===== src/sab_pkg.sv =====
package sab_pkg;

	// ------------------------------------------------------------
	// Sizes and register map
	// ------------------------------------------------------------
	localparam int NUM_CH = 3;
	localparam int DATA_W = 8;
	localparam logic [15:0] ADDR_IF_CTRL0 = 16'h013B;
	localparam logic [15:0] ADDR_CHAN_CFG = 16'h0140;
	localparam logic [15:0] ADDR_STATUS = 16'h0141;
	localparam logic [7:0] IF_CTRL0_RESET = 8'h00;
	localparam logic [7:0] CHAN_CFG_RESET = 8'h00;
	// Interface control byte: parity sense, parity coverage, CRC width.
	localparam int IFC_ODD_BIT = 0;
	localparam int IFC_WIDE_BIT = 1;
	localparam int IFC_CRC32_BIT = 2;
	// Channel configuration byte: add-bus enables, HDLC modes, line edge, dual rail.
	localparam int CFG_EN_LSB = 0;
	localparam int CFG_HDLC_LSB = 3;
	localparam int CFG_EDGE_BIT = 6;
	localparam int CFG_DUAL_BIT = 7;
	// Status byte: sticky parity errors, sticky path AIS.
	localparam int ST_PERR_LSB = 0;
	localparam int ST_AIS_LSB = 3;

	// ------------------------------------------------------------
	// Timing
	// ------------------------------------------------------------
	localparam int CLK_PERIOD_NS = 25;
	localparam int LINK_CLK_PERIOD_NS = 200;
	localparam int HDLC_DEMAND_PERIOD_NS = 400;
	localparam int LINK_HALF_CYC = LINK_CLK_PERIOD_NS / (2 * CLK_PERIOD_NS);
	localparam int HDLC_HALF_CYC = HDLC_DEMAND_PERIOD_NS / (2 * CLK_PERIOD_NS);

	// ------------------------------------------------------------
	// HDLC constants
	// ------------------------------------------------------------
	localparam logic [7:0] HDLC_FLAG = 8'h7E;
	localparam logic [31:0] CRC_INIT = 32'hFFFFFFFF;
	localparam logic [31:0] CRC16_MASK = 32'h0000FFFF;
	localparam logic [31:0] CRC16_POLY = 32'h00008408;
	localparam logic [31:0] CRC32_POLY = 32'hEDB88320;
	localparam logic [2:0] FCS16_PERIODS = 3'h2;
	localparam logic [2:0] FCS32_PERIODS = 3'h4;

	typedef enum logic [1:0] {
		ROLE_ADD  = 2'b00,
		ROLE_HDLC = 2'b01,
		ROLE_LINE = 2'b10
	} sab_role_type;

	// Pin role of one channel from its add-bus enable and HDLC mode.
	function automatic sab_role_type role_of(input logic add_en, input logic hdlc);
		return add_en ? ROLE_ADD : (hdlc ? ROLE_HDLC : ROLE_LINE);
	endfunction

	// Parity bit for the add bus, even or odd, narrow or wide coverage.
	function automatic logic calc_parity(input logic [7:0] d, input logic pl, input logic mk,
		input logic wide, input logic odd);
		return (^d) ^ (wide & (pl ^ mk)) ^ odd;
	endfunction

	// One byte of reflected CRC, least significant bit first, 16 or 32 bits.
	function automatic logic [31:0] crc_byte(input logic [31:0] c, input logic [7:0] d,
		input logic wide32);
		logic [31:0] r;
		logic [31:0] poly;
		r = wide32 ? c : (c & CRC16_MASK);
		poly = wide32 ? CRC32_POLY : CRC16_POLY;
		for (int i = 0; i < DATA_W; i++) begin
			if (r[0] ^ d[i]) begin
				r = (r >> 1) ^ poly;
			end else begin
				r = r >> 1;
			end
		end
		return r;
	endfunction

endpackage


===== src/sab_link_if.sv =====
`timescale 1ns/1ps
// Shared pins of all channels; each pin's meaning depends on the channel role.
interface sab_link_if;
	logic [sab_pkg::NUM_CH-1:0]           add_bus_clock;     // Also HDLC send-check.
	logic [sab_pkg::NUM_CH-1:0]           add_payload_flag;  // Also HDLC send-message.
	logic [sab_pkg::NUM_CH-1:0]           add_phase_marker;  // Also line receive clock.
	logic [sab_pkg::NUM_CH-1:0]           add_parity_in;     // Also line positive data.
	logic [sab_pkg::NUM_CH-1:0]           add_alarm_in;      // Also line negative data.
	logic [sab_pkg::NUM_CH-1:0][7:0]      add_data_bus;      // Also HDLC transmit byte.
	logic [sab_pkg::NUM_CH-1:0]           hdlc_demand_clock;

	modport device (
		input  add_bus_clock,
		input  add_payload_flag,
		input  add_phase_marker,
		input  add_parity_in,
		input  add_alarm_in,
		input  add_data_bus,
		output hdlc_demand_clock
	);

	modport host (
		output add_bus_clock,
		output add_payload_flag,
		output add_phase_marker,
		output add_parity_in,
		output add_alarm_in,
		output add_data_bus,
		input  hdlc_demand_clock
	);
endinterface


===== src/sab_dev_port.sv =====
`timescale 1ns/1ps
// Summary of operation
// Add-bus enable and mode choose pin role.
// Three independent channel copies of port logic.
// Add-bus inputs sampled on clock falling edge.
// Add clock 19.44 or 6.48 MHz; the host model drives it at 5 MHz.
// Payload flag low during overhead bytes.
// Phase marker high on C1/J0 and J1.
// Parity even or odd, narrow or wide.
// Parity setup from control byte 0x013B.
// Send-message high: latch byte, build frame.
// Send-message low: send continuous 0x7E flags.
// Send-check appends frame check sequence trailer.
// CRC-16 send-check lasts two demand periods.
// CRC-32 send-check lasts four demand periods.
// Line data sampled on selected clock edge.
// Single rail: all data on positive input.
// Dual rail: positive pulses on positive input.
// Dual rail: negative pulses on negative input.
// Alarm input high with each AIS byte.
// Sampled alarm declares path AIS defect.
// Parity mismatch sets sticky readable error flag.
module sab_dev_port #(
	parameter int HDLC_HALF = sab_pkg::HDLC_HALF_CYC
) (
	input  wire logic                           clk,
	input  wire logic                           sys_rst,
	sab_link_if.device                          link,
	input  wire logic [15:0]                    reg_addr,
	input  wire logic [7:0]                     reg_wdata,
	input  wire logic                           reg_wr,
	input  wire logic                           reg_rd,
	output logic [7:0]                          reg_rdata,
	output logic [sab_pkg::NUM_CH-1:0][7:0]     add_byte,
	output logic [sab_pkg::NUM_CH-1:0]          add_payload,
	output logic [sab_pkg::NUM_CH-1:0]          add_marker,
	output logic [sab_pkg::NUM_CH-1:0]          add_strobe,
	output logic [sab_pkg::NUM_CH-1:0]          ais_active,
	output logic [sab_pkg::NUM_CH-1:0][7:0]     hdlc_byte,
	output logic [sab_pkg::NUM_CH-1:0]          hdlc_fcs,
	output logic [sab_pkg::NUM_CH-1:0]          hdlc_strobe,
	output logic [sab_pkg::NUM_CH-1:0]          line_pos,
	output logic [sab_pkg::NUM_CH-1:0]          line_neg,
	output logic [sab_pkg::NUM_CH-1:0]          line_strobe
);

	localparam int NC = sab_pkg::NUM_CH;
	localparam logic [7:0] HALF_M1 = 8'(HDLC_HALF - 1);

	typedef enum logic [1:0] {
		HS_FLAG = 2'b00,
		HS_DATA = 2'b01,
		HS_FCS  = 2'b10
	} sab_hstate_type;

	// ------------------------------------------------------------
	// Register file
	// ------------------------------------------------------------
	logic [7:0]    if_ctrl_r;
	logic [7:0]    cfg_r;
	logic [7:0]    rdata_r;
	logic [NC-1:0] perr_w;
	logic [NC-1:0] ais_w;
	logic [NC-1:0] perr_clr;
	logic [NC-1:0] ais_clr;

	// Control bytes; the parity setup steers every channel's checker.
	always_ff @(posedge clk or posedge sys_rst) begin
		if (sys_rst) begin
			if_ctrl_r <= sab_pkg::IF_CTRL0_RESET;
			cfg_r <= sab_pkg::CHAN_CFG_RESET;
		end else if (reg_wr) begin
			if (reg_addr == sab_pkg::ADDR_IF_CTRL0) begin
				if_ctrl_r <= reg_wdata;
			end
			if (reg_addr == sab_pkg::ADDR_CHAN_CFG) begin
				cfg_r <= reg_wdata;
			end
		end
	end

	// Status bits clear by writing ones to them.
	assign perr_clr = (reg_wr && reg_addr == sab_pkg::ADDR_STATUS) ?
		reg_wdata[sab_pkg::ST_PERR_LSB +: NC] : '0;
	assign ais_clr = (reg_wr && reg_addr == sab_pkg::ADDR_STATUS) ?
		reg_wdata[sab_pkg::ST_AIS_LSB +: NC] : '0;

	// Read data stands in the cycle after the strobe; unmapped reads give zero.
	always_ff @(posedge clk or posedge sys_rst) begin
		if (sys_rst) begin
			rdata_r <= 8'h00;
		end else if (reg_rd) begin
			case (reg_addr)
				sab_pkg::ADDR_IF_CTRL0: rdata_r <= if_ctrl_r;
				sab_pkg::ADDR_CHAN_CFG: rdata_r <= cfg_r;
				sab_pkg::ADDR_STATUS: begin
					rdata_r <= 8'h00;
					rdata_r[sab_pkg::ST_PERR_LSB +: NC] <= perr_w;
					rdata_r[sab_pkg::ST_AIS_LSB +: NC] <= ais_w;
				end
				default: rdata_r <= 8'h00;
			endcase
		end else begin
			rdata_r <= 8'h00;
		end
	end

	assign reg_rdata = rdata_r;

	// ------------------------------------------------------------
	// Channels
	// ------------------------------------------------------------
	for (genvar g = 0; g < NC; g++) begin : g_ch
		sab_pkg::sab_role_type role;
		logic [12:0]      s1_r;
		logic [12:0]      s2_r;
		logic             ck_s;
		logic             pl_s;
		logic             mk_s;
		logic             dp_s;
		logic             al_s;
		logic [7:0]       d_s;
		logic             ck_d_r;
		logic             mk_d_r;
		logic             add_fall;
		logic             line_edge;
		logic             perr_set;
		logic             perr_r;
		logic             ais_r;
		logic [7:0]       abyte_r;
		logic             apl_r;
		logic             amk_r;
		logic             astb_r;
		logic             aais_r;
		logic             lpos_r;
		logic             lneg_r;
		logic             lstb_r;
		logic [7:0]       dcnt_r;
		logic             dclk_r;
		logic             hrise;
		sab_hstate_type   hst_r;
		logic [31:0]      crc_r;
		logic [31:0]      fcs_r;
		logic [7:0]       hbyte_r;
		logic             hfcs_r;
		logic             hstb_r;

		assign role = sab_pkg::role_of(cfg_r[sab_pkg::CFG_EN_LSB + g],
			cfg_r[sab_pkg::CFG_HDLC_LSB + g]);

		// Every pin comes from another clock, so all pass two flip-flops first.
		always_ff @(posedge clk or posedge sys_rst) begin
			if (sys_rst) begin
				s1_r <= 13'h0000;
				s2_r <= 13'h0000;
			end else begin
				s1_r <= {link.add_bus_clock[g], link.add_payload_flag[g],
					link.add_phase_marker[g], link.add_parity_in[g],
					link.add_alarm_in[g], link.add_data_bus[g]};
				s2_r <= s1_r;
			end
		end

		assign {ck_s, pl_s, mk_s, dp_s, al_s, d_s} = s2_r;

		// Previous synchronised clock levels for edge detection.
		always_ff @(posedge clk or posedge sys_rst) begin
			if (sys_rst) begin
				ck_d_r <= 1'b0;
				mk_d_r <= 1'b0;
			end else begin
				ck_d_r <= ck_s;
				mk_d_r <= mk_s;
			end
		end

		assign add_fall = (role == sab_pkg::ROLE_ADD) && ck_d_r && !ck_s;
		assign line_edge = (role == sab_pkg::ROLE_LINE) &&
			(cfg_r[sab_pkg::CFG_EDGE_BIT] ? (mk_s && !mk_d_r) : (!mk_s && mk_d_r));
		assign perr_set = add_fall && (dp_s != sab_pkg::calc_parity(d_s, pl_s, mk_s,
			if_ctrl_r[sab_pkg::IFC_WIDE_BIT], if_ctrl_r[sab_pkg::IFC_ODD_BIT]));

		// Add-bus capture; the byte and its flags go out together with a strobe.
		always_ff @(posedge clk or posedge sys_rst) begin
			if (sys_rst) begin
				abyte_r <= 8'h00;
				apl_r <= 1'b0;
				amk_r <= 1'b0;
				astb_r <= 1'b0;
				aais_r <= 1'b0;
			end else begin
				astb_r <= add_fall;
				if (add_fall) begin
					abyte_r <= d_s;
					apl_r <= pl_s;
					amk_r <= mk_s;
					aais_r <= al_s;
				end else if (role != sab_pkg::ROLE_ADD) begin
					aais_r <= 1'b0;
				end
			end
		end

		// Sticky flags; a new event in the clearing cycle wins.
		always_ff @(posedge clk or posedge sys_rst) begin
			if (sys_rst) begin
				perr_r <= 1'b0;
				ais_r <= 1'b0;
			end else begin
				if (perr_set) begin
					perr_r <= 1'b1;
				end else if (perr_clr[g]) begin
					perr_r <= 1'b0;
				end
				if (add_fall && al_s) begin
					ais_r <= 1'b1;
				end else if (ais_clr[g]) begin
					ais_r <= 1'b0;
				end
			end
		end

		// Line receive; the negative rail is only meaningful in dual-rail mode.
		always_ff @(posedge clk or posedge sys_rst) begin
			if (sys_rst) begin
				lpos_r <= 1'b0;
				lneg_r <= 1'b0;
				lstb_r <= 1'b0;
			end else begin
				lstb_r <= line_edge;
				if (line_edge) begin
					lpos_r <= dp_s;
					lneg_r <= cfg_r[sab_pkg::CFG_DUAL_BIT] & al_s;
				end
			end
		end

		// Demand clock divider; it runs only while the channel is in HDLC mode.
		always_ff @(posedge clk or posedge sys_rst) begin
			if (sys_rst) begin
				dcnt_r <= 8'h00;
				dclk_r <= 1'b0;
			end else if (role != sab_pkg::ROLE_HDLC) begin
				dcnt_r <= 8'h00;
				dclk_r <= 1'b0;
			end else if (dcnt_r == HALF_M1) begin
				dcnt_r <= 8'h00;
				dclk_r <= !dclk_r;
			end else begin
				dcnt_r <= dcnt_r + 8'h01;
			end
		end

		// The byte is taken as our own demand clock rises; the host moved it half a
		// period earlier, which leaves room for the synchroniser delay.
		assign hrise = (role == sab_pkg::ROLE_HDLC) && (dcnt_r == HALF_M1) && !dclk_r;

		// Frame builder: flags, data with running CRC, then the inverted CRC.
		always_ff @(posedge clk or posedge sys_rst) begin
			if (sys_rst) begin
				hst_r <= HS_FLAG;
				crc_r <= sab_pkg::CRC_INIT;
				fcs_r <= 32'h00000000;
				hbyte_r <= 8'h00;
				hfcs_r <= 1'b0;
				hstb_r <= 1'b0;
			end else begin
				hstb_r <= hrise;
				if (hrise) begin
					if (ck_s) begin
						hfcs_r <= 1'b1;
						if (hst_r != HS_FCS) begin
							hst_r <= HS_FCS;
							hbyte_r <= ~crc_r[7:0];
							fcs_r <= (~crc_r) >> 8;
						end else begin
							hbyte_r <= fcs_r[7:0];
							fcs_r <= fcs_r >> 8;
						end
					end else if (pl_s) begin
						hst_r <= HS_DATA;
						hfcs_r <= 1'b0;
						hbyte_r <= d_s;
						crc_r <= sab_pkg::crc_byte((hst_r == HS_DATA) ? crc_r : sab_pkg::CRC_INIT,
							d_s, if_ctrl_r[sab_pkg::IFC_CRC32_BIT]);
					end else begin
						hst_r <= HS_FLAG;
						hfcs_r <= 1'b0;
						hbyte_r <= sab_pkg::HDLC_FLAG;
						crc_r <= sab_pkg::CRC_INIT;
					end
				end
			end
		end

		assign perr_w[g] = perr_r;
		assign ais_w[g] = ais_r;
		assign add_byte[g] = abyte_r;
		assign add_payload[g] = apl_r;
		assign add_marker[g] = amk_r;
		assign add_strobe[g] = astb_r;
		assign ais_active[g] = aais_r;
		assign line_pos[g] = lpos_r;
		assign line_neg[g] = lneg_r;
		assign line_strobe[g] = lstb_r;
		assign hdlc_byte[g] = hbyte_r;
		assign hdlc_fcs[g] = hfcs_r;
		assign hdlc_strobe[g] = hstb_r;
		assign link.hdlc_demand_clock[g] = dclk_r;
	end

endmodule


===== src/flat_wrapper.sv =====
// flat-port wrapper written by rule: the top's interface ports become plain ports
module sab_dev_port_flat 
#(
	parameter int HDLC_HALF = sab_pkg::HDLC_HALF_CYC
)
  (clk, sys_rst, reg_addr, reg_wdata, reg_wr, reg_rd, reg_rdata, add_byte, add_payload, add_marker, add_strobe, ais_active, hdlc_byte, hdlc_fcs, hdlc_strobe, line_pos, line_neg, line_strobe, link_add_bus_clock, link_add_payload_flag, link_add_phase_marker, link_add_parity_in, link_add_alarm_in, link_add_data_bus, link_hdlc_demand_clock);
  sab_link_if link_i ();
  input  wire logic clk;
  input  wire logic sys_rst;
  input  wire logic [15:0] reg_addr;
  input  wire logic [7:0] reg_wdata;
  input  wire logic reg_wr;
  input  wire logic reg_rd;
  output logic [7:0] reg_rdata;
  output logic [sab_pkg::NUM_CH-1:0][7:0] add_byte;
  output logic [sab_pkg::NUM_CH-1:0] add_payload;
  output logic [sab_pkg::NUM_CH-1:0] add_marker;
  output logic [sab_pkg::NUM_CH-1:0] add_strobe;
  output logic [sab_pkg::NUM_CH-1:0] ais_active;
  output logic [sab_pkg::NUM_CH-1:0][7:0] hdlc_byte;
  output logic [sab_pkg::NUM_CH-1:0] hdlc_fcs;
  output logic [sab_pkg::NUM_CH-1:0] hdlc_strobe;
  output logic [sab_pkg::NUM_CH-1:0] line_pos;
  output logic [sab_pkg::NUM_CH-1:0] line_neg;
  output logic [sab_pkg::NUM_CH-1:0] line_strobe;
  input wire logic [$bits(link_i.add_bus_clock)-1:0] link_add_bus_clock;
  input wire logic [$bits(link_i.add_payload_flag)-1:0] link_add_payload_flag;
  input wire logic [$bits(link_i.add_phase_marker)-1:0] link_add_phase_marker;
  input wire logic [$bits(link_i.add_parity_in)-1:0] link_add_parity_in;
  input wire logic [$bits(link_i.add_alarm_in)-1:0] link_add_alarm_in;
  input wire logic [$bits(link_i.add_data_bus)-1:0] link_add_data_bus;
  output wire logic [$bits(link_i.hdlc_demand_clock)-1:0] link_hdlc_demand_clock;
  assign link_i.add_bus_clock = link_add_bus_clock;
  assign link_i.add_payload_flag = link_add_payload_flag;
  assign link_i.add_phase_marker = link_add_phase_marker;
  assign link_i.add_parity_in = link_add_parity_in;
  assign link_i.add_alarm_in = link_add_alarm_in;
  assign link_i.add_data_bus = link_add_data_bus;
  assign link_hdlc_demand_clock = link_i.hdlc_demand_clock;
  sab_dev_port #(.HDLC_HALF(HDLC_HALF)) u_core (.clk(clk), .sys_rst(sys_rst), .link(link_i), .reg_addr(reg_addr), .reg_wdata(reg_wdata), .reg_wr(reg_wr), .reg_rd(reg_rd), .reg_rdata(reg_rdata), .add_byte(add_byte), .add_payload(add_payload), .add_marker(add_marker), .add_strobe(add_strobe), .ais_active(ais_active), .hdlc_byte(hdlc_byte), .hdlc_fcs(hdlc_fcs), .hdlc_strobe(hdlc_strobe), .line_pos(line_pos), .line_neg(line_neg), .line_strobe(line_strobe));
endmodule

===== config.mk =====
export PLATFORM = sky130hd
export DESIGN_NAME = sab_dev_port_flat
export DESIGN_NICKNAME = d
export VERILOG_FILES = /design/src/sab_pkg.sv /design/src/sab_link_if.sv /design/src/sab_dev_port.sv /design/src/flat_wrapper.sv
export SDC_FILE = /design/constraint.sdc
export NUM_CORES = 1
export LEC_CHECK = 0
export BUFFER_PORTS_ARGS = -buffer_cell sky130_fd_sc_hd__buf_2
export CAP_MARGIN = 10
export CORE_AREA = 2 2 163 285
export CTS_CLUSTER_SIZE = 10
export DETAILED_ROUTE_END_ITERATION = 7
export DIE_AREA = 0 0 165 287
export PLACE_DENSITY = 0.66
export SYNTH_ARGS = -nofsm -noshare
export SYNTH_HDL_FRONTEND = slang
export SYNTH_SLANG_ARGS = --single-unit

===== constraint.sdc =====
create_clock -name clk -period 12.4 [get_ports clk]
set_input_delay 1.24 -clock clk [delete_from_list [all_inputs] [get_ports clk]]
set_output_delay 1.24 -clock clk [all_outputs]
set_load 0.005 [all_outputs]

==> flow_summary.toml, run 1 <==
[synthesis]
synth_ff_type = "dfrtp_1"
async_flop_share_pct = 100.0
ys_ff_latch = 390
syn-cell-area_mm2 = 0.01959
netlist_instances = 2048
synthTopCellsByArea = "dfrtp_1 38%, dfstp_2 13%, xnor2_1 9.4%, nand2_1 6.3%, nor2_1 5.7%"
ys_seq_area_share_pct = 50.44
yosysWarnings = 0
synthDistinctLibCells = 62
synth.avg_cell_area_um2 = 9.564
synth_edf_count = 0
yosysTopAreaCellShare_pct = 37.56
yosys.area.top_type = "dfrtp_1"
synth_nets = 2118

[sta]
rsz0062_at_grt = "no"
tightestPinTransition_ns = 1.127
fmax_ghz = 0.3098
period_needed_ns = 3.228
finalHoldViolCount = 0
slew-limit-headroom_pct = 24.80
fin_crit_sh_pct = 26.03
drv_slew = 0
totalNegativeSetupSlack_ns = 0
skew_ns = 0.04981
setup_viol = 0

[drt]
drc = 0
avgViaCountPerCell = 5.249
wl_per_cell_um = 18.76
drt-initial-drc-count = 828
drtAntennaViolNets = 0
firstDrtPassIters = 6
routed_wl_um = 51070
vias = 14293

[clock_network]
postCtsSetupBuffers = 0
post_cts_resized = 0
ctsHoldBuffers = 0
h-tree-depth = 2
clockRootBuffer = "clkbuf_16"
clk_latency_ns = 0.59
clock-sinks = 390
cts_made_buffers = 46
tritoncts = "done"
clockBufferDepth = 3
clk_transition_reported_paths_ns = 0.06

[critical_path]
critical_path_class = "register to register"
worstReg2RegEnd = "u_core.g_ch[1].crc_r[23]"
crit_path_start_kind = "register"
r2r_slack_ns = 9.17
cp.required_ns = 12.90
rr_startpoint = "u_core.if_ctrl_r[2]"
path_max_fanout = 65
r2r_cells = 8
crit_arrival_ns = 3.73
end_kind = "register"

[finish]
multi_input_area_mm2 = 0.008845
final-seq-area_mm2 = 0.009883
final_util_pct = 48.60
area_growth_pct = 11.61
fillers = 4176
fin_nets = 2177
drive_gt1_share_pct = 18.00
mostFrequentLayoutCells = "330 x nand2_1, 293 x nor2_1, 293 x dfrtp_1"
layout_commonest_cell = "nand2_1"

[hold_path]
hold_start = "u_core.g_ch[1].s1_r[8]"
holdPathStages = 0
hold_path_class = "register to register"
min_to = "u_core.g_ch[1].s2_r[8]"

[grt]
track_usage_pct = 22.00
grt_max_degree = 124
grt_pass1_wl_um = 81330
grt_pass1_vias = 14927
grt_overflow_total = 0
antenna_found_initial = 2

[power_and_ir_drop]
vdd_drop_max_v = 0.0001226
finalPower_mw = 2.815
pwr_density_cell_mw_per_mm2 = 128.8
p_leak_nw = 9.777

[flow_run]
cap_viol_max_count = 0

[placement]
portBuffers = 152
hpwl_um = 35560
place.gp.congestion = 0.9314

[floorplanning]
coreArea_mm2 = 0.04498
num_rows = 103
die_h_um = 287
die_area_mm2 = 0.04736
io_pins = 153
die_w_um = 165
initial_core_util_pct = 43.55

[status]
status = "completed"
==> flip-flops by register name, indices dropped and copies added (netlist names), 6 cells and up <==
| register | count |
|---|---|
| u_core.if_ctrl_r | 8 |
| u_core.g_ch.s1_r | 39 |
| u_core.g_ch.crc_r | 96 |
| u_core.g_ch.hst_r | 6 |
| u_core.g_ch.s2_r | 39 |
| u_core.g_ch.hbyte_r | 24 |
| u_core.g_ch.dcnt_r | 24 |
| u_core.g_ch.fcs_r | 72 |
| u_core.g_ch.abyte_r | 24 |
| u_core.reg_rdata | 8 |
| u_core.cfg_r | 8 |
==> kinds of logic after synthesis <==
| group | after synthesis | synth area share (%) |
|---|---|---|
| buffers and inverters | 184 | 4.471 |
| multiplexers | 36 | 2.012 |
| XOR/XNOR | 329 | 16.28 |
| adder cells (fa/ha/maj) | 3 | 0.1917 |
| AO/OA/AOI/OAI | 367 | 10.57 |
| AND/OR/NAND/NOR | 739 | 16.03 |
| flip-flops | 390 | 50.44 |
==> power by group <==
group | switching, mW | internal, mW | leakage (nW)
combinational | 0.139 | 0.108 | 4.25
clock | 0.543 | 0.710 | 0.648
sequential | 0.0252 | 1.29 | 4.88
==> per-stage QoR <==
stage	setup slack [ns]	instance area [um2]	hold WS, ns	instances
6_report	9.172	21860	0.3459	2723
2_1_floorplan	0.4780	19590	0.3312	2048
5_1_grt	8.928	21860	0.3486	2723
3_5_place_dp	8.654	20470	0.3347	2636
3_3_place_gp	8.711	20470	0.3312	2636
4_1_cts	9.174	21860	0.3469	2722
==> critical path: stages (launching register included) <==
cell and delay [ns]:
dfrtp_4 0.73, buf_4 0.68, nor2_1 0.21, a22oi_4 0.26, xnor2_4 0.23, xnor3_1 0.54
xnor2_1 0.21, nand2_1 0.07, a21oi_1 0.18
==> synth_stat cells (6+ instances only) <==
cell type  instances
buf_4             34
inv_1             18
a21oi_1          143
xnor2_2           14
xnor2_1          211
dfstp_2           96
buf_1              9
nor2_1           296
xor2_1            92
a31oi_1           23
a21o_1            15
a22oi_1            6
o31ai_1           24
a211oi_1          12
o21ai_0          123
mux2i_1           18
nor2b_1            6
nor3b_1           18
and3_1             6
buf_2             10
nand2b_1          13
dfrtp_1          294
xnor2_4            7
mux2_2            17
nand3_1           22
or3_1              8
nand2_1          330
and2_1            10
clkbuf_1         106
==> metal layers <==
metal  vias up  GRT usage [%]  wire length, um
met4         0          13.22             3396
met3       153          2.222             1946
li1       6769              -                -
met5         -              0                0
met1      6989          24.12            18390
met2       382          40.30            27340
==> how the worst max path moves through the flow <==
stage | slack, ns | endpoint | start | cells after the start
4_1_cts | 9.17 | u_core.g_ch[1].crc_r[23] | u_core.if_ctrl_r[2] | 8
2_1_floorplan | 0.48 | u_core.cfg_r[0] | sys_rst | 1
3_3_place_gp | 8.71 | u_core.g_ch[1].fcs_r[11] | sys_rst | 4
6_report | 9.17 | u_core.g_ch[1].crc_r[23] | u_core.if_ctrl_r[2] | 8
5_1_grt | 8.93 | u_core.g_ch[1].s2_r[2] | sys_rst | 4
3_5_place_dp | 8.65 | u_core.g_ch[1].fcs_r[11] | sys_rst | 4
==> final cells by class <==
class	instances	share of cell area [%]
inverters	19	0.3606
clock inverters	6	0.4579
well taps	577	3.302
multi-input cells	1474	40.46
repair buffers	176	4.304
diodes	1	0.01145
flip-flops and latches	390	45.21
clock buffers	80	5.895
No activity file was read; power rests on OpenSTA's default activity.
==> run 2: changes to the inputs <==
- ABC_AREA: default -> 1
- CORE_AREA: 2 2 163 285 -> 2 2 168 294
- DIE_AREA: 0 0 165 287 -> 0 0 170 296
- clock period: 12.4 -> 2.8 ns (I/O delays scaled with it)
==> flow_summary.toml, run 2 <==
[hold_path]
holdPathStages = 3
hold_path_class = "input pin to register"
min_to = "u_core.cfg_r[1]"
hold_start = "reg_wdata[1]"

[power_and_ir_drop]
p_leak_nw = 12.28
seqPwrFrac_pct = 46.3
switching_share_pct = 26.07
clkPwrFrac_pct = 44.5
pwr_density_cell_mw_per_mm2 = 518.6
vdd_drop_max_v = 0.0004698
p_sw_mw = 3.255
combPwrFrac_pct = 9.3
intPower_mw = 9.233

[critical_path]
cp.required_ns = 3.30
critical_path_class = "register to register"
worstReg2RegEnd = "u_core.g_ch[2].crc_r[8]"
crit_start = "u_core.if_ctrl_r[2]"
r2r_slack_ns = 0.35
path_max_fanout = 29
crit_path_start_kind = "register"
r2r_cells = 11
rr_startpoint = "u_core.if_ctrl_r[2]"
crit_arrival_ns = 2.95
end_kind = "register"

[finish]
area_growth_pct = 15.25
drive_gt1_share_pct = 17.89
fin_nets = 2891
layout_commonest_cell = "nand2_1"
final_util_pct = 49.96
reg_top3 = "u_core.g_ch.crc_r: 96 flops, u_core.g_ch.fcs_r: 72 flops"
fillers = 4643
top_register = "u_core.g_ch.crc_r"
largest_register_ffs = 96
diodes = 0
mostFrequentLayoutCells = "752 x nand2_1, 293 x dfrtp_1, 289 x inv_1"

[synthesis]
synthTopCellsByArea = "dfrtp_1 35%, nand2_1 14%, dfstp_2 12%, inv_1 5.2%, o21ai_0 5.0%"
ys_seq_area_share_pct = 47.28
yosysTopAreaCellShare_pct = 35.21
yosys.area.top_type = "dfrtp_1"
synth_nets = 2709
netlist_instances = 2639
syn-cell-area_mm2 = 0.02089
synth.top_cells.by_count = "752 x nand2_1, 294 x dfrtp_1, 290 x inv_1, 209 x o21ai_0, 192 x nand3_1"
synth.avg_cell_area_um2 = 7.917
async_flop_share_pct = 100.0
synth_most_common_cell = "nand2_1"
synthDistinctLibCells = 60
ys_ff_latch = 390
synth_edf_count = 0
yosysWarnings = 0
synth_ff_type = "dfrtp_1"

[floorplanning]
initial_core_util_pct = 43.35
die_area_mm2 = 0.05032
coreArea_mm2 = 0.04820
num_rows = 107
io_pins = 153
die_w_um = 170
die_h_um = 296

[clock_network]
cts_made_buffers = 45
tritoncts = "done"
clk_transition_reported_paths_ns = 0.06
post_cts_resized = 0
h-tree-depth = 2
clockBufferDepth = 3
clockRootBuffer = "clkbuf_16"
clock-sinks = 390
clk_latency_ns = 0.58

[sta]
setup_viol = 0
tightestPinTransition_ns = 0.8566
fin_crit_sh_pct = 87.34
fin_ws_ns = 0.3545
skew_ns = 0.02007
drv_slew = 0
finalHoldViolCount = 0
period_needed_ns = 2.445
rsz0062_at_grt = "no"
hold_slack_ns = 0.01697
fmax_ghz = 0.4089
slew-limit-headroom_pct = 42.29

[grt]
grt-busiest-layer = "met2"
antenna_found_initial = 0
grt_pass1_wl_um = 100300
grt_overflow_total = 0
met3_usage_pct = 2.536
grt_util_met1_pct = 27.71
met2_usage_pct = 47.75
track_usage_pct = 25.66
grt_pass1_vias = 18343
grt_max_degree = 82

[placement]
hpwl_um = 47660
portBuffers = 152
place.gp.congestion = 0.9846
place_ws_ns = 0.3905

[drt]
drc = 0
avgViaCountPerCell = 5.315
vias = 18368
drt-initial-drc-count = 1279
wl_per_cell_um = 18.63
routed_wl_um = 64400
firstDrtPassIters = 6
drtAntennaViolNets = 0

[flow_run]
cap_viol_max_count = 0

[status]
status = "completed"
## run 2: kinds of logic after synthesis
kind of cell | count (synthesis) | share of synthesized area [%]
compound gates | 428 | 11.77
buf+inv | 437 | 8.977
simple gates | 1279 | 27.15
fa+ha+maj | 3 | 0.1797
flops | 390 | 47.28
mux | 5 | 0.2695
xor+xnor | 97 | 4.371
## run 2: per-stage QoR
stage                     area (um2)  power [mW]  instances  TNS [ns]
final                          24080       12.49       3456         0
after global routing           24080       12.96       3456         0
after CTS                      24080       12.60       3456         0
after detailed placement       22250       6.972       3327         0
after global placement         22250       6.957       3327         0
after floorplan                20900       6.619       2639   -896.44
## run 2: worst max-delay path by stage
stage	endpoint	slack, ns	depth (start not counted)
3_5_place_dp	u_core.g_ch[0].crc_r[20]	0.39	14
2_1_floorplan	u_core.cfg_r[0]	-2.65	1
5_1_grt	u_core.g_ch[1].crc_r[4]	0.14	16
3_3_place_gp	u_core.g_ch[0].crc_r[17]	0.46	16
4_1_cts	u_core.g_ch[2].crc_r[8]	0.38	11
6_report	u_core.g_ch[2].crc_r[8]	0.35	11
## run 2: power by group through the flow
stage | Combinational [mW] | Clock [mW] | Sequential, mW
after floorplan | 0.774 | 0 | 5.85
after global placement | 1.09 | 0 | 5.87
after detailed placement | 1.10 | 0 | 5.87
after CTS | 1.16 | 5.67 | 5.77
after global routing | 1.30 | 5.89 | 5.78
final | 1.16 | 5.55 | 5.78
## run 2: timing repair
action | in CTS | in global routing
buffers inserted | 0 | 0
endpoints found under the hold margin | 60 | 0
hold buffers | 46 | 0
## run 2: worst max-delay path, stage by stage, from the launching register on
cell	delay [ns]
dfrtp_2	0.43
inv_2	0.58
nand3_1	0.30
nand2_1	0.13
nand2_1	0.06
nand2_1	0.13
buf_4	0.22
nand2_1	0.09
nand2_2	0.15
nor2_1	0.06
o21ai_1	0.15
inv_1	0.05
## run 2: final cells by class
cell class	count	area, um2	share of cell area (%)
timing repair buffer	250	1724	7.160
tap	599	749.5	3.112
multi-input combinational	1812	9139	37.95
sequential	390	9881	41.03
clock buffer	80	1287	5.347
clock inverter	3	80.08	0.3325
inverter	322	1220	5.066
## run 2: routing by layer
layer,wire length [um],vias to the layer above
li1,-,8802
met1,24010,8707
met2,33350,651
met3,2631,208
met4,4398,0
met5,0,-
==> run 3: changes to the inputs <==
- ABC_AREA: 1 -> default
- CORE_AREA: 2 2 168 294 -> 2 2 163 285
- DIE_AREA: 0 0 170 296 -> 0 0 165 287
==> flow_summary.toml, run 3 (same netlist as run 1, synthesis figures left out) <==
[finish]
layout_commonest_cell = "nand2_1"
drive_gt1_share_pct = 20.02
reg_top3 = "u_core.g_ch.crc_r: 96 flops, u_core.g_ch.fcs_r: 72 flops"
fin_nets = 2294
largest_register_ffs = 96
fillers = 3994
final_util_pct = 51.00
area_growth_pct = 17.11
top_register = "u_core.g_ch.crc_r"
mostFrequentLayoutCells = "330 x nand2_1, 293 x nor2_1, 293 x dfrtp_1"

[sta]
finalHoldViolCount = 0
fin_ws_ns = 0.1770
period_needed_ns = 2.623
rsz0062_at_grt = "no"
fmax_ghz = 0.3812
fin_crit_sh_pct = 93.68
setup_viol = 0
hold_slack_ns = 0.2386
drv_slew = 0
skew_ns = 0.03391
slew-limit-headroom_pct = 42.39
tightestPinTransition_ns = 0.8624

[critical_path]
crit_arrival_ns = 3.08
rr_startpoint = "u_core.g_ch[0].hst_r[1]"
path_cells = "nand2b_1 -> nor2_1 -> xnor2_2 -> xnor2_2 -> xnor2_4 -> xor2_1 -> a311oi_1"
crit_family = "XOR/XNOR gates"
r2r_cells = 7
cp.required_ns = 3.26
crit_buf_inv = 0
crit_path_start_kind = "register"
crit_path_frequent_cell = "xnor2_2"
worstReg2RegEnd = "u_core.g_ch[0].crc_r[8]"
crit_path_max_incr_delay_ns = 0.52
slowest_stage = "nand2b_1"
critical_path_class = "register to register"
r2r_slack_ns = 0.18
end_kind = "register"
path_max_fanout = 11

[clock_network]
clockRootBuffer = "clkbuf_16"
clk_latency_ns = 0.59
clockBufferDepth = 3
h-tree-depth = 2
tritoncts = "done"
cts_made_buffers = 45
clock-sinks = 390
clk_transition_reported_paths_ns = 0.06

[floorplanning]
die_area_mm2 = 0.04736
initial_core_util_pct = 43.55
coreArea_mm2 = 0.04498
die_w_um = 165
num_rows = 103
die_h_um = 287
io_pins = 153

[drt]
avgViaCountPerCell = 5.195
drtAntennaViolNets = 0
wl_met2_um = 28720
drt-initial-drc-count = 936
drc = 0
firstDrtPassIters = 8
wl_per_cell_um = 18.79
met1Wirelength_um = 19180
met3_length_um = 1952
routed_wl_um = 53320
vias = 14739
top_layer = "met4"

[hold_path]
hold_start = "reg_wr"
hold_path_class = "input pin to register"
min_to = "u_core.g_ch[0].perr_r"
holdPathStages = 6

[grt]
antenna_found_initial = 1
grt_pass1_wl_um = 84060
grt_pass1_vias = 15308
grt_overflow_total = 0
grt_max_degree = 51
track_usage_pct = 22.93

[power_and_ir_drop]
vdd_drop_max_v = 0.0005239
p_leak_nw = 10.33
pwr_density_cell_mw_per_mm2 = 541.8

[placement]
place.gp.congestion = 0.9665
place_ws_ns = 0.1475
hpwl_um = 39050
portBuffers = 152

[status]
status = "completed"

[flow_run]
cap_viol_max_count = 0
[run 3: cell count changes in the layout (fill, tap and decap cells not counted), moves of 83 or more]
cell     previous run  this run
nor2_1            155       293
inv_1             289        17
o21ai_0           209       123
xnor2_1            41       211
a21oi_1            60       143
nand3_1           192        22
nand2_1           752       330
[run 3: how the worst max path moves through the flow]
stage                       startpoint                        to  slack, ns  depth (start not counted)
3_5_place_dp   u_core.g_ch[0].hst_r[1]   u_core.g_ch[0].crc_r[8]       0.15                          8
3_3_place_gp   u_core.g_ch[0].hst_r[1]  u_core.g_ch[0].crc_r[18]       0.24                          8
2_1_floorplan                  sys_rst           u_core.cfg_r[0]      -2.65                          1
4_1_cts        u_core.g_ch[0].hst_r[1]   u_core.g_ch[0].crc_r[8]       0.11                          8
6_report       u_core.g_ch[0].hst_r[1]   u_core.g_ch[0].crc_r[8]       0.18                          7
5_1_grt        u_core.g_ch[0].hst_r[1]  u_core.g_ch[0].crc_r[21]      0.005                          8
[run 3: where the power goes]
part | switching, mW | internal [mW]
clock network | 2.33 | 3.03
logic | 0.671 | 0.594
registers | 0.0896 | 5.72
[run 3: area by class of cell]
cell class	instances	area, um2	share of cell area (%)
Antenna cell	2	5.005	0.02182
Tap cell	577	721.9	3.147
Multi-Input combinational cell	1474	8845	38.56
Inverter	19	75.07	0.3273
Sequential cell	390	9883	43.09
Clock buffer	76	1242	5.416
Clock inverter	5	78.83	0.3436
Timing Repair Buffer	294	2087	9.098
[run 3: metrics by stage]
stage	cells	instance area, um2	power [mW]	setup TNS (ns)
2_1_floorplan	2048	19590	6.736	-896.44
3_5_place_dp	2703	21100	7.104	0
5_1_grt	2836	22940	12.89	0
3_3_place_gp	2703	21100	7.092	0
6_report	2837	22940	12.43	0
4_1_cts	2833	22920	12.54	0
[run 3: per-layer routing]
layer	global-route usage, %	vias up
met5	0	-
met4	13.61	0
met3	2.540	174
met2	42.51	399
met1	24.60	7178
li1	-	6988
[run 3: what timing repair did]
item	4_1_cts	5_1_grt
resized for setup	0	1
endpoints found under the setup margin	0	2
endpoints found under the hold margin	67	0
hold buffers	49	0
setup buffers	0	2
[run 3: worst register-to-register path: cells and delay by family, from the launching register on]
| family | cells | cell delay [ns] |
|---|---|---|
| xor+xnor | 4 | 1.05 |
| compound gates | 1 | 0.32 |
| flops | 1 | 0.47 |
| simple gates | 2 | 0.67 |
